$ cat src/design/chs_pkg.sv
// Constants, register map and carrier types of the charge start and ADC control
package chs_pkg;
    // Register offsets
    localparam logic [7:0] OFF_THR_LAST = 8'h09;
    localparam logic [7:0] OFF_WINDOW = 8'h0a;
    localparam logic [7:0] OFF_CHG_CTRL = 8'h0b;
    localparam logic [7:0] OFF_FLAGS = 8'h0c;
    localparam logic [7:0] OFF_ADC_CTRL = 8'h0d;
    localparam logic [7:0] OFF_CH_DIS = 8'h0e;
    localparam logic [7:0] OFF_DONE = 8'h0f;
    localparam logic [7:0] OFF_RESULT = 8'h10;
    localparam logic [7:0] OFF_RESULT_LAST = 8'h1f;
    localparam logic [7:0] OFF_SS_CFG = 8'h2b;
    localparam int THR_COUNT = 10;
    localparam int CH_COUNT = 8;
    localparam logic [3:0] CH_NONE = 4'h8;

    // Field positions
    localparam int CHG_EN_BIT = 0;
    localparam int WIN_LOW_BIT = 0;
    localparam int WIN_HIGH_BIT = 1;
    localparam int WIN_ACTIVE_BIT = 2;
    localparam int FLAG_WDT_BIT = 0;
    localparam int FLAG_ALARM_BIT = 1;
    localparam int FLAG_TRIP_BIT = 2;
    localparam int FLAG_SS_BIT = 3;
    localparam int ADC_EN_BIT = 7;
    localparam int ADC_ONESHOT_BIT = 6;
    localparam int ADC_AVG_OFF_BIT = 5;
    localparam int ADC_SPEED_LSB = 3;
    localparam int SS_TIMEOUT_LSB = 0;
    localparam int SS_TARGET_LSB = 4;

    // Reset values
    localparam logic [7:0] FLAGS_RST = 8'h01;
    localparam logic [7:0] ADC_CTRL_RST = 8'h00;
    localparam logic [7:0] CH_DIS_RST = 8'h00;
    localparam logic [7:0] SS_CFG_RST = 8'h00;
    localparam logic [7:0] THR_RST = 8'h00;
    localparam logic [15:0] RESULT_RST = 16'h0000;

    // Timing
    localparam int CLK_MHZ = 125;
    localparam int INT_PULSE_NS = 256;
    localparam int INT_PULSE_CYCLES = (INT_PULSE_NS * CLK_MHZ + 999) / 1000;
    localparam int SW_HALF_NS = 1000;
    localparam int SW_HALF_CYCLES = SW_HALF_NS * CLK_MHZ / 1000;
    localparam int ADC_CONV_NS = 3000;
    localparam int ADC_CONV_CYCLES = (ADC_CONV_NS * CLK_MHZ + 999) / 1000;
    localparam int WDT_MS = 40;
    localparam int WDT_CYCLES_DEF = WDT_MS * CLK_MHZ * 1000;
    localparam int SS_STEP_US = 100;
    localparam int SS_STEP_CYCLES_DEF = SS_STEP_US * CLK_MHZ;

    typedef enum logic [1:0] {SW_IDLE, SW_SOFT, SW_RUN} chs_sw_state_t;
    typedef enum logic {ADC_IDLE, ADC_CONV} chs_adc_state_t;

    typedef struct packed {
        logic rd;
        logic wr;
        logic [7:0] addr;
        logic [7:0] wdata;
    } chs_host_req_t;

    typedef struct packed {
        logic input_rail_present;
        logic output_rail_present;
        logic output_rail_above_start;
        logic output_rail_above_hold;
        logic bus_window_low_flag;
        logic bus_window_high_flag;
        logic blocking_over_limit;
        logic current_above_target;
        logic [3:0] trip;
        logic [4:0] alarm;
    } chs_sense_t;

    typedef struct packed {
        logic pair_a;
        logic pair_b;
        logic blocking_on;
    } chs_switch_t;
endpackage : chs_pkg

$ cat src/design/chs_charge_ctrl.sv
// Charge start-up, watchdog, flags and ADC sequencing of the charger
`timescale 1ns/10ps
`default_nettype none
module chs_charge_ctrl
    import chs_pkg::*;
#(
    parameter int WDT_CYCLES = WDT_CYCLES_DEF,
    parameter int SS_STEP_CYCLES = SS_STEP_CYCLES_DEF
)(
    // Clock and reset
    input wire logic clock,
    input wire logic nrst,
    // Register port
    input wire chs_host_req_t host,
    output logic [7:0] rd_data,
    // Analog comparators and strap
    input wire chs_sense_t sense,
    input wire logic strap_done,
    // ADC front end
    input wire logic [15:0] adc_sample,
    output logic [2:0] adc_channel,
    output logic adc_active,
    // Thresholds to the analog side
    output logic [THR_COUNT-1:0][7:0] thresholds,
    output logic [3:0] soft_start_current_target,
    // Power stage
    output chs_switch_t switches,
    // Open-drain interrupt pin
    output logic int_out,
    output logic int_oe_n
);

    // First enabled channel at or after a start index
    function automatic logic [3:0] next_ch(input logic [7:0] mask, input logic [3:0] from);
        logic [3:0] r;
        r = CH_NONE;
        for (int i = CH_COUNT - 1; i >= 0; i--)
        begin
            if (mask[i] && (4'(i) >= from))
            begin
                r = 4'(i);
            end
        end
        return r;
    endfunction : next_ch

    logic access;
    logic wr_hit;
    logic [7:0] bus_window_check_status;
    logic [7:0] soft_start_undercurrent_config;
    logic [7:0] converter_control;
    logic [7:0] converter_channel_disable;
    logic [7:0] flags;
    logic [7:0] done;
    logic [15:0] result [CH_COUNT];
    logic chg_en;
    logic [31:0] wdt_cnt;
    logic wdt_expire;
    logic boot_fired;
    logic boot_pulse;
    logic alarm_prev;
    logic trip_prev;
    logic ss_timeout;
    logic [3:0] events;
    logic [7:0] int_cnt;
    chs_sw_state_t sw_state;
    logic [31:0] ss_cnt;
    logic [31:0] ss_limit;
    logic [7:0] ph_cnt;
    logic phase;
    logic sw_active;
    chs_adc_state_t adc_state;
    logic [3:0] adc_ch;
    logic [7:0] cyc_mask;
    logic [11:0] adc_timer;
    logic [11:0] conv_limit;
    logic supply_ok;
    logic conv_end;
    logic [3:0] ch_after;
    logic [3:0] ch_first;
    logic [7:0] next_rd;

    assign access = host.rd | host.wr;
    assign wr_hit = host.wr;
    assign sw_active = (sw_state != SW_IDLE);
    assign bus_window_check_status = {5'h00, sw_active, sense.bus_window_high_flag,
        sense.bus_window_low_flag};
    assign soft_start_current_target = soft_start_undercurrent_config[SS_TARGET_LSB +: 4];
    assign ss_limit = 32'(soft_start_undercurrent_config[SS_TIMEOUT_LSB +: 4] + 5'h01)
        * 32'(SS_STEP_CYCLES);
    assign supply_ok = sense.input_rail_present | sense.output_rail_present;
    assign conv_limit = 12'(ADC_CONV_CYCLES << converter_control[ADC_SPEED_LSB +: 2]);
    assign conv_end = (adc_state == ADC_CONV) && (adc_timer == conv_limit - 12'h001);
    assign ch_after = next_ch(cyc_mask, adc_ch + 4'h1);
    assign ch_first = next_ch(~converter_channel_disable, 4'h0);

    // Watchdog restarted by every access
    always_ff @(posedge clock or negedge nrst)
    begin
        if (!nrst)
        begin
            wdt_cnt <= '0;
            wdt_expire <= 1'b0;
        end
        else
        begin
            wdt_expire <= 1'b0;
            if (access)
            begin
                wdt_cnt <= '0;
            end
            else if (wdt_cnt == 32'(WDT_CYCLES - 1))
            begin
                wdt_cnt <= '0;
                wdt_expire <= 1'b1;
            end
            else
            begin
                wdt_cnt <= wdt_cnt + 32'h1;
            end
        end
    end

    // Event edges; a persisting level does not fire again
    always_ff @(posedge clock or negedge nrst)
    begin
        if (!nrst)
        begin
            alarm_prev <= 1'b0;
            trip_prev <= 1'b0;
            boot_fired <= 1'b0;
            boot_pulse <= 1'b0;
        end
        else
        begin
            alarm_prev <= |sense.alarm;
            trip_prev <= |sense.trip;
            boot_pulse <= strap_done & ~boot_fired;
            if (strap_done)
            begin
                boot_fired <= 1'b1;
            end
        end
    end

    assign events = {ss_timeout, |sense.trip & ~trip_prev, |sense.alarm & ~alarm_prev,
        wdt_expire};

    // Sticky flags; a new event beats the clear of the read
    always_ff @(posedge clock or negedge nrst)
    begin
        if (!nrst)
        begin
            flags <= FLAGS_RST;
        end
        else if (host.rd && host.addr == OFF_FLAGS)
        begin
            flags <= {4'h0, events};
        end
        else
        begin
            flags <= flags | {4'h0, events};
        end
    end

    // Interrupt pulse, stretched to a fixed width
    always_ff @(posedge clock or negedge nrst)
    begin
        if (!nrst)
        begin
            int_cnt <= '0;
        end
        else if (boot_pulse || (|events))
        begin
            int_cnt <= 8'(INT_PULSE_CYCLES);
        end
        else if (int_cnt != 8'h00)
        begin
            int_cnt <= int_cnt - 8'h01;
        end
    end

    assign int_out = 1'b0;
    assign int_oe_n = (int_cnt == 8'h00);

    // Host writes to configuration
    always_ff @(posedge clock or negedge nrst)
    begin
        if (!nrst)
        begin
            thresholds <= '{default: THR_RST};
            soft_start_undercurrent_config <= SS_CFG_RST;
            converter_channel_disable <= CH_DIS_RST;
        end
        else if (wr_hit)
        begin
            if (host.addr <= OFF_THR_LAST)
            begin
                thresholds[host.addr[3:0]] <= host.wdata;
            end
            if (host.addr == OFF_SS_CFG)
            begin
                soft_start_undercurrent_config <= host.wdata;
            end
            if (host.addr == OFF_CH_DIS)
            begin
                converter_channel_disable <= host.wdata;
            end
        end
    end

    // Charge enable; hardware stops override the host
    always_ff @(posedge clock or negedge nrst)
    begin
        if (!nrst)
        begin
            chg_en <= 1'b0;
        end
        else if (wdt_expire || (|sense.trip) || ss_timeout
            || !sense.output_rail_above_hold)
        begin
            chg_en <= 1'b0;
        end
        else if (wr_hit && host.addr == OFF_CHG_CTRL)
        begin
            chg_en <= host.wdata[CHG_EN_BIT] & sense.output_rail_above_start;
        end
    end

    // Start-up sequence
    always_ff @(posedge clock or negedge nrst)
    begin
        if (!nrst)
        begin
            sw_state <= SW_IDLE;
            ss_cnt <= '0;
            ss_timeout <= 1'b0;
        end
        else
        begin
            ss_timeout <= 1'b0;
            unique case (sw_state)
                SW_IDLE:
                begin
                    ss_cnt <= '0;
                    // Enable drops one cycle after a timeout; no restart in between
                    if (chg_en && !ss_timeout && !sense.bus_window_low_flag
                        && !sense.bus_window_high_flag)
                    begin
                        sw_state <= SW_SOFT;
                    end
                end
                SW_SOFT:
                begin
                    ss_cnt <= ss_cnt + 32'h1;
                    if (!chg_en)
                    begin
                        sw_state <= SW_IDLE;
                    end
                    else if (sense.current_above_target)
                    begin
                        sw_state <= SW_RUN;
                    end
                    else if (ss_cnt == ss_limit - 32'h1)
                    begin
                        sw_state <= SW_IDLE;
                        ss_timeout <= 1'b1;
                    end
                end
                SW_RUN:
                begin
                    if (!chg_en)
                    begin
                        sw_state <= SW_IDLE;
                    end
                end
            endcase
        end
    end

    // Two-phase drive at half duty
    always_ff @(posedge clock or negedge nrst)
    begin
        if (!nrst)
        begin
            ph_cnt <= '0;
            phase <= 1'b0;
            switches <= '0;
        end
        else
        begin
            if (!sw_active || ph_cnt == 8'(SW_HALF_CYCLES - 1))
            begin
                ph_cnt <= '0;
                phase <= sw_active & ~phase;
            end
            else
            begin
                ph_cnt <= ph_cnt + 8'h01;
            end
            switches.pair_a <= sw_active & phase;
            switches.pair_b <= sw_active & ~phase;
            switches.blocking_on <= sw_active & ~sense.blocking_over_limit;
        end
    end

    // ADC control: host write wins over the one-shot self clear
    always_ff @(posedge clock or negedge nrst)
    begin
        if (!nrst)
        begin
            converter_control <= ADC_CTRL_RST;
        end
        else if (wr_hit && host.addr == OFF_ADC_CTRL)
        begin
            converter_control <= host.wdata;
        end
        else if (conv_end && ch_after == CH_NONE && converter_control[ADC_ONESHOT_BIT])
        begin
            converter_control[ADC_EN_BIT] <= 1'b0;
        end
    end

    // ADC sequencer; runs whatever the power stage does
    always_ff @(posedge clock or negedge nrst)
    begin
        if (!nrst)
        begin
            adc_state <= ADC_IDLE;
            adc_ch <= '0;
            cyc_mask <= '0;
            adc_timer <= '0;
            done <= '0;
        end
        else if (!converter_control[ADC_EN_BIT])
        begin
            adc_state <= ADC_IDLE;
            adc_timer <= '0;
        end
        else
        begin
            unique case (adc_state)
                ADC_IDLE:
                begin
                    adc_timer <= '0;
                    if (supply_ok && ch_first != CH_NONE)
                    begin
                        adc_state <= ADC_CONV;
                        cyc_mask <= ~converter_channel_disable;
                        adc_ch <= ch_first;
                        done <= '0;
                    end
                end
                ADC_CONV:
                begin
                    adc_timer <= adc_timer + 12'h001;
                    if (conv_end)
                    begin
                        adc_timer <= '0;
                        done[adc_ch[2:0]] <= converter_control[ADC_ONESHOT_BIT];
                        if (&converter_channel_disable)
                        begin
                            adc_state <= ADC_IDLE;
                        end
                        else if (ch_after != CH_NONE)
                        begin
                            adc_ch <= ch_after;
                        end
                        else if (converter_control[ADC_ONESHOT_BIT])
                        begin
                            adc_state <= ADC_IDLE;
                        end
                        else
                        begin
                            cyc_mask <= ~converter_channel_disable;
                            adc_ch <= ch_first;
                        end
                    end
                end
            endcase
        end
    end

    // Results change only when their channel converts
    always_ff @(posedge clock or negedge nrst)
    begin
        if (!nrst)
        begin
            result <= '{default: RESULT_RST};
        end
        else if (conv_end)
        begin
            if (converter_control[ADC_AVG_OFF_BIT])
            begin
                result[adc_ch[2:0]] <= adc_sample;
            end
            else
            begin
                result[adc_ch[2:0]] <= 16'(({1'b0, result[adc_ch[2:0]]}
                    + {1'b0, adc_sample}) >> 1);
            end
        end
    end

    assign adc_channel = adc_ch[2:0];
    assign adc_active = (adc_state == ADC_CONV);

    // Read mux
    always_comb
    begin
        next_rd = 8'h00;
        if (host.addr <= OFF_THR_LAST)
        begin
            next_rd = thresholds[host.addr[3:0]];
        end
        else if (host.addr >= OFF_RESULT && host.addr <= OFF_RESULT_LAST)
        begin
            next_rd = host.addr[0] ? result[host.addr[3:1]][15:8]
                : result[host.addr[3:1]][7:0];
        end
        else
        begin
            unique case (host.addr)
                OFF_WINDOW: next_rd = bus_window_check_status;
                OFF_CHG_CTRL: next_rd = {7'h00, chg_en};
                OFF_FLAGS: next_rd = flags;
                OFF_ADC_CTRL: next_rd = converter_control;
                OFF_CH_DIS: next_rd = converter_channel_disable;
                OFF_DONE: next_rd = converter_control[ADC_ONESHOT_BIT] ? done : 8'h00;
                OFF_SS_CFG: next_rd = soft_start_undercurrent_config;
                default: next_rd = 8'h00;
            endcase
        end
    end

    always_ff @(posedge clock or negedge nrst)
    begin
        if (!nrst)
        begin
            rd_data <= 8'h00;
        end
        else if (host.rd)
        begin
            rd_data <= next_rd;
        end
    end

endmodule : chs_charge_ctrl
`default_nettype wire

$ cat config.mk
export PLATFORM = sky130hd
export DESIGN_NAME = chs_charge_ctrl
export DESIGN_NICKNAME = d
export VERILOG_FILES = /design/src/design/chs_pkg.sv /design/src/design/chs_charge_ctrl.sv
export SDC_FILE = /design/constraint.sdc
export NUM_CORES = 1
export LEC_CHECK = 0
export ABC_CLOCK_PERIOD_IN_PS = 6600
export BUFFER_PORTS_ARGS = -buffer_cell sky130_fd_sc_hd__buf_2
export CORE_UTILIZATION = 38
export DETAILED_ROUTE_END_ITERATION = 10
export PLACE_DENSITY = 0.61
export SETUP_SLACK_MARGIN = 0.1
export SKIP_CTS_REPAIR_TIMING = 1
export SLEW_MARGIN = 30
export SYNTH_ARGS = -nofsm -noshare
export SYNTH_HDL_FRONTEND = slang
export SYNTH_SLANG_ARGS = --single-unit
export TNS_END_PERCENT = 10
$ cat constraint.sdc
create_clock -name clock -period 6.6 [get_ports clock]
set_input_delay 0.66 -clock clock [delete_from_list [all_inputs] [get_ports clock]]
set_output_delay 0.66 -clock clock [all_outputs]
set_load 0.01 [all_outputs]
After elaboration in Yosys (flattened, before gate mapping)
Cells that the tools add are included.

Mux-type cells: 88. Shift operators: 1. Multipliers: 1. Eq/ne operators: 25. Add/sub/neg operators: 10. Magnitude comparators: 18. Bitwise gates (word level): 19. Reductions and logical operators: 51.

Operator list (count): $bwmux 128 (2); $mux 8 (17); $mux 128 (1); $bmux 16 s3 (2); $mux 4 (21); $bwmux 80 (1); $mux 16 (5); $add 32x1->32 const B (2); $mux 32 (2); $pmux 32 s2 (1); $pmux 8 s7 (1); $demux 16 s3 (1); $eq 8x4->1 const B (6); $bmux 8 s4 (1); $demux 8 s4 (1); $eq 32x23->1 const B (1); $eq 32x32->1 (1); $pmux 8 s2 (2); $mux 12 (2); $pmux 12 s2 (1); $logic_and 1x1->1 (22); $sub 19x1->20 const B (1); $add 16x16->17 (1); $mul 5x12->17 const B (1); 55 further kinds (117).

Word-level logic and storage cells: 258. Flip-flop bits (word level): 374. Input bits: 54. Output and inout port bits: 101.

Depth between registers and ports, before layout
Gate-level depths: netlist of run 1.

Word-level depth: 17. Mapped depth: 19. Depth with buffers taken out: 17.

Least setup slack after synthesis of run 1
No wires, ideal clock.

Kind: register -> register. From: register soft_start_undercurrent_config[0]. To: register sw_state[0]. Period minus slack after synthesis: 4.902 ns. Cell stages (with the launch flop): 20. Setup slack: 1.698 ns. Arrival time: 4.833 ns. Required time: 6.531 ns. Setup time: 0.069 ns. Path buffers: 2. Cell sequence: dfrtp_1 > buf_2 > nand3_1 > xor2_1 > inv_1 > ha_1 > ha_1 > ha_1 > ha_1 > buf_2 > nor2b_1 > a221oi_1 > nand3_1 > nand4b_1 > or4_4 > a41oi_2 > nor2b_1 > or4b_4 > or4_1 > nand3_1.

Longest elaborated chain between the ends: 6.

RTL lines: start, declared (RTL line chs_charge_ctrl.sv:50) `logic [7:0] soft_start_undercurrent_config;`; start signal, assigned (RTL line chs_charge_ctrl.sv:203) `soft_start_undercurrent_config <= host.wdata;`; $add 4x1->5 (RTL line chs_charge_ctrl.sv:89) `assign ss_limit = 32'(soft_start_undercurrent_config[SS_TIMEOUT_LSB +: 4] + 5'h01)`; $mul 5x12->17 (RTL line chs_charge_ctrl.sv:90) `* 32'(SS_STEP_CYCLES);`; $sub 19x1->20 (RTL line chs_charge_ctrl.sv:264) `else if (ss_cnt == ss_limit - 32'h1)`; $eq 32x32->1 (RTL line chs_charge_ctrl.sv:264); $ne 4x4->1 (no source line); $reduce_and 3->1 (no source line); end signal, assigned (RTL line chs_charge_ctrl.sv:262) `sw_state <= SW_RUN;`; end signal, assigned (RTL line chs_charge_ctrl.sv:266) `sw_state <= SW_IDLE;`; end signal, assigned (RTL line chs_charge_ctrl.sv:274) `sw_state <= SW_IDLE;`; end, declared (RTL line chs_charge_ctrl.sv:66) `chs_sw_state_t sw_state;`.

No other way between the ends. A chain may end at the register's enable or synchronous reset.

Final worst setup path of run 1
Same ends and word-level chain as after synthesis.

==> results.md, run 1 <==
* Fin. max-slew vios at 0
* Area delta synth->final at 13.3%
* Clock Tree Buf Depth at 3
* Grt ovf at 0
* DR WL/cell at 20.5 um
* Number of max-cap violations at 0
* CP Data Arrival Time at 5.86 ns
* CTS buffer count at 43
* Layout cells sized above 1 at 19.9%
* Worst-margin pin slew at 1.00 ns
* Initial core utilization at 38.6%
* Die width at 236 um
* Clk Latency, worst-skew pair at 0.58 ns
* #FFs+latches synth at 370
* Clock slew at reported path FFs at 0.06 ns
* Place WS at 1.27 ns
* Most instantiated cells after synthesis: 369 x dfrtp_1, 218 x nand2_1, 209 x nor2_1
* Routed vias/inst at 5.73
* Peak VDD IR at 0.000255 V
* Startpoint types: flop
* Max Freq at 187 MHz
* Seq/Total Area, Yosys at 44.4%
* Final Critical Period at 5.35 ns
* Sink Count at 370
* Type of the worst setup path: reg2reg
* # DRC at 0
* Post-Synthesis Cells at 2063
* Asr flop ratio synth at 100%
* Clk pwr share at 34.3%
* Core area at 0.0540 sq mm
* Clock Skew at 0.0290 ns
* Total Routed Length at 59.2 mm
* Final setup margin at 1.25 ns
* Pwr Density at 291 mW/mm^2
* Synth top area cells: dfrtp_1 44%, mux4_2 6.2%, mux2_2 5.8%
* Port buffer count at 153
* Hold Fails Final Rpt at 0
* Slew margin rel. at 32.9%
* Core Rows at 85
* Die footprint at 0.0558 sq mm
* Netlist cell types at 80
* Reg2reg start: soft_start_undercurrent_config[0]
* Post-Syn Area per Cell at 10.1 sq um
* DIE HEIGHT at 236 um
* Synth Cell Area at 0.0209 sq mm
* Initial DRC Count at 1353
* RePlAce Congestion at 0.836
* Switching part of the total at 35.2%
* Critical path fanouts, max at 10
* Worst R2R End: sw_state[0]
* Largest area contributor in the netlist: dfrtp_1
* Final setup TNS at 0 ns
* EDFF count, synth at 0
* FF+latch area at 0.00926 sq mm
* Sequential share of power at 36.1%
* Final hold slack at 0.129 ns
* CP endpoint kind: flop
* H-tree depth at 2
* CP Data Required Time at 7.10 ns
* RSZ-0062 raised after global routing: false
* Cell Int Power at 0.00446 W
* Status: finished, final reports clean
* Initial antenna violation count at 2
* Root buffer cell: clkbuf_16
* Post-detail-place hpwl at 40.9 mm
* Via count at 16.6k
* Final setup violation count at 0
* Aggregate global-route resource usage at 21.2%
* Number of global-route vias before repair at 16.4k
* Count leader, synth: dfrtp_1
* Net Sw Power at 0.00242 W
* Yosys warning count at 0
* Final-layout fill cell count at 5113
* Top_reg_cell synth: dfrtp_1
* Combinational power share at 29.6%
* Drt first pass iters at 6
* Reg2reg path depth at 16
* Share of the synthesized area in the top cell type at 44.3%
* ANT nets after route at 0
* First-pass GRT wire length at 93.6 mm
* Leak pwr at 10.6 nW
* IO Pins at 155
* Final worst-path cycle share at 81.1%
* Largest net degree at the start of global routing at 149
* CTS tree: built
* Final #Nets at 2286
* Hold Crit Class: in2async
* Area taken by multi-input logic gates at 0.0110 sq mm
* R2R setup slack at 1.25 ns
==> cell type report <==
class	count	area share [%]
Clock inverter	15	0.620
Antenna cell	1	0.0106
Sequential cell	370	39.2
Timing Repair Buffer	171	3.92
Tap cell	696	3.69
Multi-Input combinational cell	1528	46.5
Inverter	51	0.810
Clock buffer	61	5.22
==> registers in the layout (all words and copies together), names as in the netlist, 8 cells and up <==
name                            cells
int_cnt                             8
thresholds                         80
result                            128
done                                8
cyc_mask                            8
converter_control                   8
ss_cnt                             32
rd_data                             8
converter_channel_disable           8
ph_cnt                              8
wdt_cnt                            32
soft_start_undercurrent_config      8
adc_timer                          12
==> through the flow <==
stage                     instance area (sq um)  instances  total power [W]  utilization [%]
after floorplan                           20900       2064          0.00390                -
after global placement                    22200       2816          0.00448             41.1
after detailed placement                  22200       2816          0.00454             41.1
after CTS                                 23600       2892          0.00692             43.7
after global routing                      23600       2893          0.00723             43.7
final                                     23600       2893          0.00688             43.7
==> cells by family after synthesis <==
| family | share of synthesized area, % |
|---|---|
| and+or+nand+nor | 15.8 |
| AOI/OAI and AO/OA | 13.3 |
| DFF | 44.4 |
| muxes | 14.5 |
| buffers and inverters | 3.23 |
| xor gates and xnor gates | 4.59 |
| adders and majority gates | 4.09 |
| other | 0.0180 |
==> layout by cell type, fill, tap and decap left out, drive strengths merged, types with 10 or more instances in the layout <==
master	n
a21o	15
a21oi	93
a221oi	10
a22o	12
a22oi	63
a31oi	15
and3	27
buf	171
clkbuf	61
clkinv	10
dfrtp	369
ha	65
inv	53
mux2	107
mux2i	54
mux4	57
nand2	218
nand2b	14
nand3	79
nand4	38
nor2	209
nor2b	15
nor3	29
nor4	16
o211ai	15
o21ai	136
or3	14
xnor2	56
xor2	42
==> power groups by stage <==
stage,Clock (W),Combinational (W),Sequential (W)
6_report,0.00236,0.00203,0.00248
4_1_cts,0.00241,0.00203,0.00248
2_1_floorplan,0,0.00142,0.00249
3_3_place_gp,0,0.00196,0.00252
5_1_grt,0.00250,0.00223,0.00250
3_5_place_dp,0,0.00202,0.00252
==> critical path: stages, from the launching register on <==
cell      delay (ns)
dfrtp_1         0.56
ha_1            0.34
and3_1          0.26
ha_1            0.22
xnor2_1         0.13
ha_1            0.26
ha_1            0.28
ha_1            0.37
a211oi_2        0.38
o21bai_1        0.17
a2111o_1        0.54
or4_4           0.52
a41oi_2         0.17
nor2b_1         0.08
or4b_4          0.52
or4_1           0.41
nand3_1         0.09
==> per-layer routing <==
metal | up-vias | share of wire [%] | track usage (%)
met4 | 2 | 3.3 | 8.19
met2 | 484 | 48 | 35.1
met1 | 8272 | 43 | 27.8
met3 | 127 | 5.7 | 3.29
met5 | - | 0.019 | 0
li1 | 7691 | - | -
==> worst max path at each step <==
| stage | from | end | slack [ns] | depth (start not counted) |
|---|---|---|---|---|
| after floorplan | soft_start_undercurrent_config[0] | sw_state[0] | 1.70 | 19 |
| after global placement | soft_start_undercurrent_config[0] | sw_state[0] | 1.37 | 17 |
| after detailed placement | soft_start_undercurrent_config[0] | sw_state[0] | 1.27 | 16 |
| after CTS | soft_start_undercurrent_config[0] | sw_state[0] | 1.24 | 16 |
| after global routing | soft_start_undercurrent_config[0] | sw_state[0] | 0.92 | 17 |
| final | soft_start_undercurrent_config[0] | sw_state[0] | 1.25 | 16 |
Note: power is estimated with default switching activity, not from simulation.
==> run 2, diff against run 1 <==
- ABC_AREA: not set -> 1
- ABC_CLOCK_PERIOD_IN_PS: 6600 -> 4500
- PLACE_DENSITY: 0.61 -> 0.63
- clock period: 6.6 -> 4.5 ns (I/O delays scaled with it)
==> run 2 against run 1 <==
Against the previous run:
- non-clock buffer count is 25 higher
- largest cell class unchanged
- critical endpoint unchanged
- via count is 25% higher
- global-route usage is 4.6 points higher
==> results.md, run 2 <==
* Core area at 0.0556 sq mm (+3.0%)
* Final setup violation count at 0 (unchanged)
* DIE HEIGHT at 240 um (+1.7%)
* Post-Syn Area per Cell at 7.57 sq um (-25%)
* Hold Fails Final Rpt at 0 (unchanged)
* EDFF count, synth at 0 (unchanged)
* Clock slew at reported path FFs at 0.06 ns (about the same)
* Most common cell after layout, fill and taps aside: nand2_1
* Port buffer count at 153 (unchanged)
* Max reg flops at 128 (unchanged)
* Most frequent cells in the layout: 704 x nand2_1, 368 x dfrtp_1, 317 x inv_1
* Largest area contributor in the netlist: dfrtp_1
* RePlAce Congestion at 0.913 (+9.2%)
* H-tree depth at 2 (unchanged)
* Top_reg_cell synth: dfrtp_1
* Worst-margin pin slew at 0.861 ns (-0.143 ns)
* Final worst-path cycle share at 90.6% (+9.5 points)
* Met1 Resource Use GR at 34.7% (+6.9 points)
* Via count at 20.8k (+25%)
* Peak VDD IR at 0.000344 V (+35%)
* IO Pins at 155 (unchanged)
* RSZ-0062 raised after global routing: false
* Biggest register: result
* Area taken by multi-input logic gates at 0.0108 sq mm (-2.2%)
* Grt ovf at 0 (unchanged)
* Max incr delay on CP at 0.43 ns (-0.13 ns)
* Leak pwr at 11.9 nW (+12%)
* CTS tree: built
* Type of the worst setup path: reg2reg
* Status: finished, final reports clean
* Share of the synthesized area in the top cell type at 42.8% (-1.5 points)
* Count leader, synth: nand2_1
* ANT nets after route at 0 (unchanged)
* Startpoint types: flop
* Asr flop ratio synth at 100% (unchanged)
* Routed vias/inst at 5.49 (-4.2%)
* Seq/Total Area, Yosys at 42.9% (-1.5 points)
* Root buffer cell: clkbuf_16
* Slew margin rel. at 42.3% (+9.3 points)
* FF+latch area at 0.00926 sq mm (unchanged)
* Hold path depth at 2
* Layout cells sized above 1 at 12.2% (-7.7 points)
* Largest net degree at the start of global routing at 107 (-28%)
* Met3 usage at 4.42% (+1.1 points)
* Global routing usage on met2 at 40.4% (+5.3 points)
* #FFs+latches synth at 370 (unchanged)
* Aggregate global-route resource usage at 25.8% (+4.6 points)
* Number of global-route vias before repair at 19.5k (+19%)
* Post-Synthesis Cells at 2851 (+38%)
* DR WL/cell at 19.6 um (-4.3%)
* Fin. max-slew vios at 0 (unchanged)
* R2R setup slack at 0.42 ns (-0.83 ns)
* Cell Count, Final, Fillers Out at 3780 (+31%)
* Sink Count at 370 (unchanged)
* Placed cell count at 3700 (+31%)
* Core Rows at 86 (+1.2%)
* Final-layout fill cell count at 5686 (+11%)
* Largest regs: result: 128 flops, thresholds: 80 flops
* Initial core utilization at 38.8% (+0.20 points)
* Final Critical Period at 4.08 ns (-1.27 ns)
* Netlist cell types at 68 (-15%)
* Die footprint at 0.0578 sq mm (+3.5%)
* Final #Nets at 3119 (+36%)
* Area delta synth->final at 15.2%
* Total Routed Length at 74.0 mm (+25%)
* GRT busiest layer: met2
* Initial antenna violation count at 3 (+1)
* Clk Latency, worst-skew pair at 0.59 ns (about the same)
* Synth top area cells: dfrtp_1 43%, nand2_1 12%, o21ai_0 6.3%
* Clock Skew at 0.0287 ns (-0.000377 ns)
* CP max stage cell: dfrtp_1
* Drt first pass iters at 8 (+2)
* Die width at 240 um (+1.7%)
* CP endpoint kind: flop
* CP Data Required Time at 4.96 ns (-2.14 ns)
* Clock Tree Buf Depth at 3 (unchanged)
* Max Freq at 245 MHz (+31%)
* # DRC at 0 (unchanged)
* Hold Crit Class: in2reg
* Most instantiated cells after synthesis: 706 x nand2_1, 369 x dfrtp_1, 318 x inv_1
* Synth Cell Area at 0.0216 sq mm (+3.5%)
* Yosys warning count at 0 (unchanged)
* Post-detail-place hpwl at 52.9 mm (+29%)
* Reg2reg path depth at 25 (+9)
* Most frequent CP cell: nand2_1
* Critical path fanouts, max at 5 (-5)
* Final setup TNS at 0 ns (unchanged)
* Initial DRC Count at 2063 (+52%)
* CTS buffer count at 43 (unchanged)
* Number of max-cap violations at 0 (unchanged)
* First-pass GRT wire length at 115 mm (+22%)
* CP Data Arrival Time at 4.54 ns (-1.32 ns)
* Pwr Density at 510 mW/mm^2 (+75%)
[run 2: cell types whose count changed after synthesis, moves of 29 or more]
cell	previous run	this run
a221oi_1	10	41
inv_1	50	318
mux2_2	107	0
mux2i_1	54	5
mux4_2	57	0
nand2_1	218	706
nand3_1	79	184
nor2_1	209	241
nor3_1	29	58
o21ai_0	135	273
o22ai_1	9	39
xnor2_1	56	14
[run 2: metrics by stage]
step,hold slack (ns),area [sq um],utilization (%),power (W),setup slack [ns]
2_1_floorplan,0.154,21600,-,0.00716,0.757
3_3_place_gp,0.428,23200,41.8,0.00878,0.320
3_5_place_dp,0.427,23200,41.8,0.00879,0.246
4_1_cts,-0.125,24700,44.5,0.0126,0.232
5_1_grt,0.00673,24900,44.7,0.0135,0.0848
6_report,0.0216,24900,44.7,0.0127,0.422
[run 2: cell type report]
type / count / area share [%]
multi-input combinational: 2048 / 43.2
sequential: 370 / 37.2
inverter: 339 / 5.12
clock buffer: 55 / 4.67
timing repair buffer: 196 / 4.58
tap: 748 / 3.76
clock inverter: 23 / 1.38
antenna: 1 / 0.0101
[run 2: power by group]
| group | switching, W | total (W) | internal [W] |
|---|---|---|---|
| clock network | 0.00152 | 0.00377 | 0.00224 |
| logic | 0.00361 | 0.00526 | 0.00165 |
| registers | 0.000152 | 0.00366 | 0.00351 |
[run 2: logic make-up (layout without fill, tap and decap cells)]
group	count (synthesis)	in the layout	share of synthesized area, %
simple gates	1314	1314	26.4
compound gates	616	616	16.9
buf+inv	434	613	7.80
flops	370	370	42.9
fa+ha+maj	67	67	3.95
xor+xnor	44	44	1.82
mux	5	5	0.232
other cells	1	3	0.0174
[run 2: final timing paths]
path | start | end
max in group asynchronous | nrst | result[28]
worst min register to register | phase | switches[1]
min in group asynchronous | nrst | alarm_prev
worst max register to register | soft_start_undercurrent_config[1] | sw_state[0]
worst min-delay path | sense[10] | switches[0]
worst max-delay path | soft_start_undercurrent_config[1] | sw_state[0]
[run 2: critical path, delay by kind of cell, from the launching register on]
kind / cells / cell delay [ns]
compound gates: 1 / 0.20
xor+xnor: 1 / 0.22
fa+ha+maj: 4 / 1.30
buf+inv: 2 / 0.19
flops: 1 / 0.43
simple gates: 17 / 1.62
[run 2: metal layers]
metal | routed length [um] | vias up
li1 | - | 9842
met1 | 31700 | 9818
met2 | 33000 | 914
met3 | 6080 | 181
met4 | 3260 | 2
met5 | 11 | -
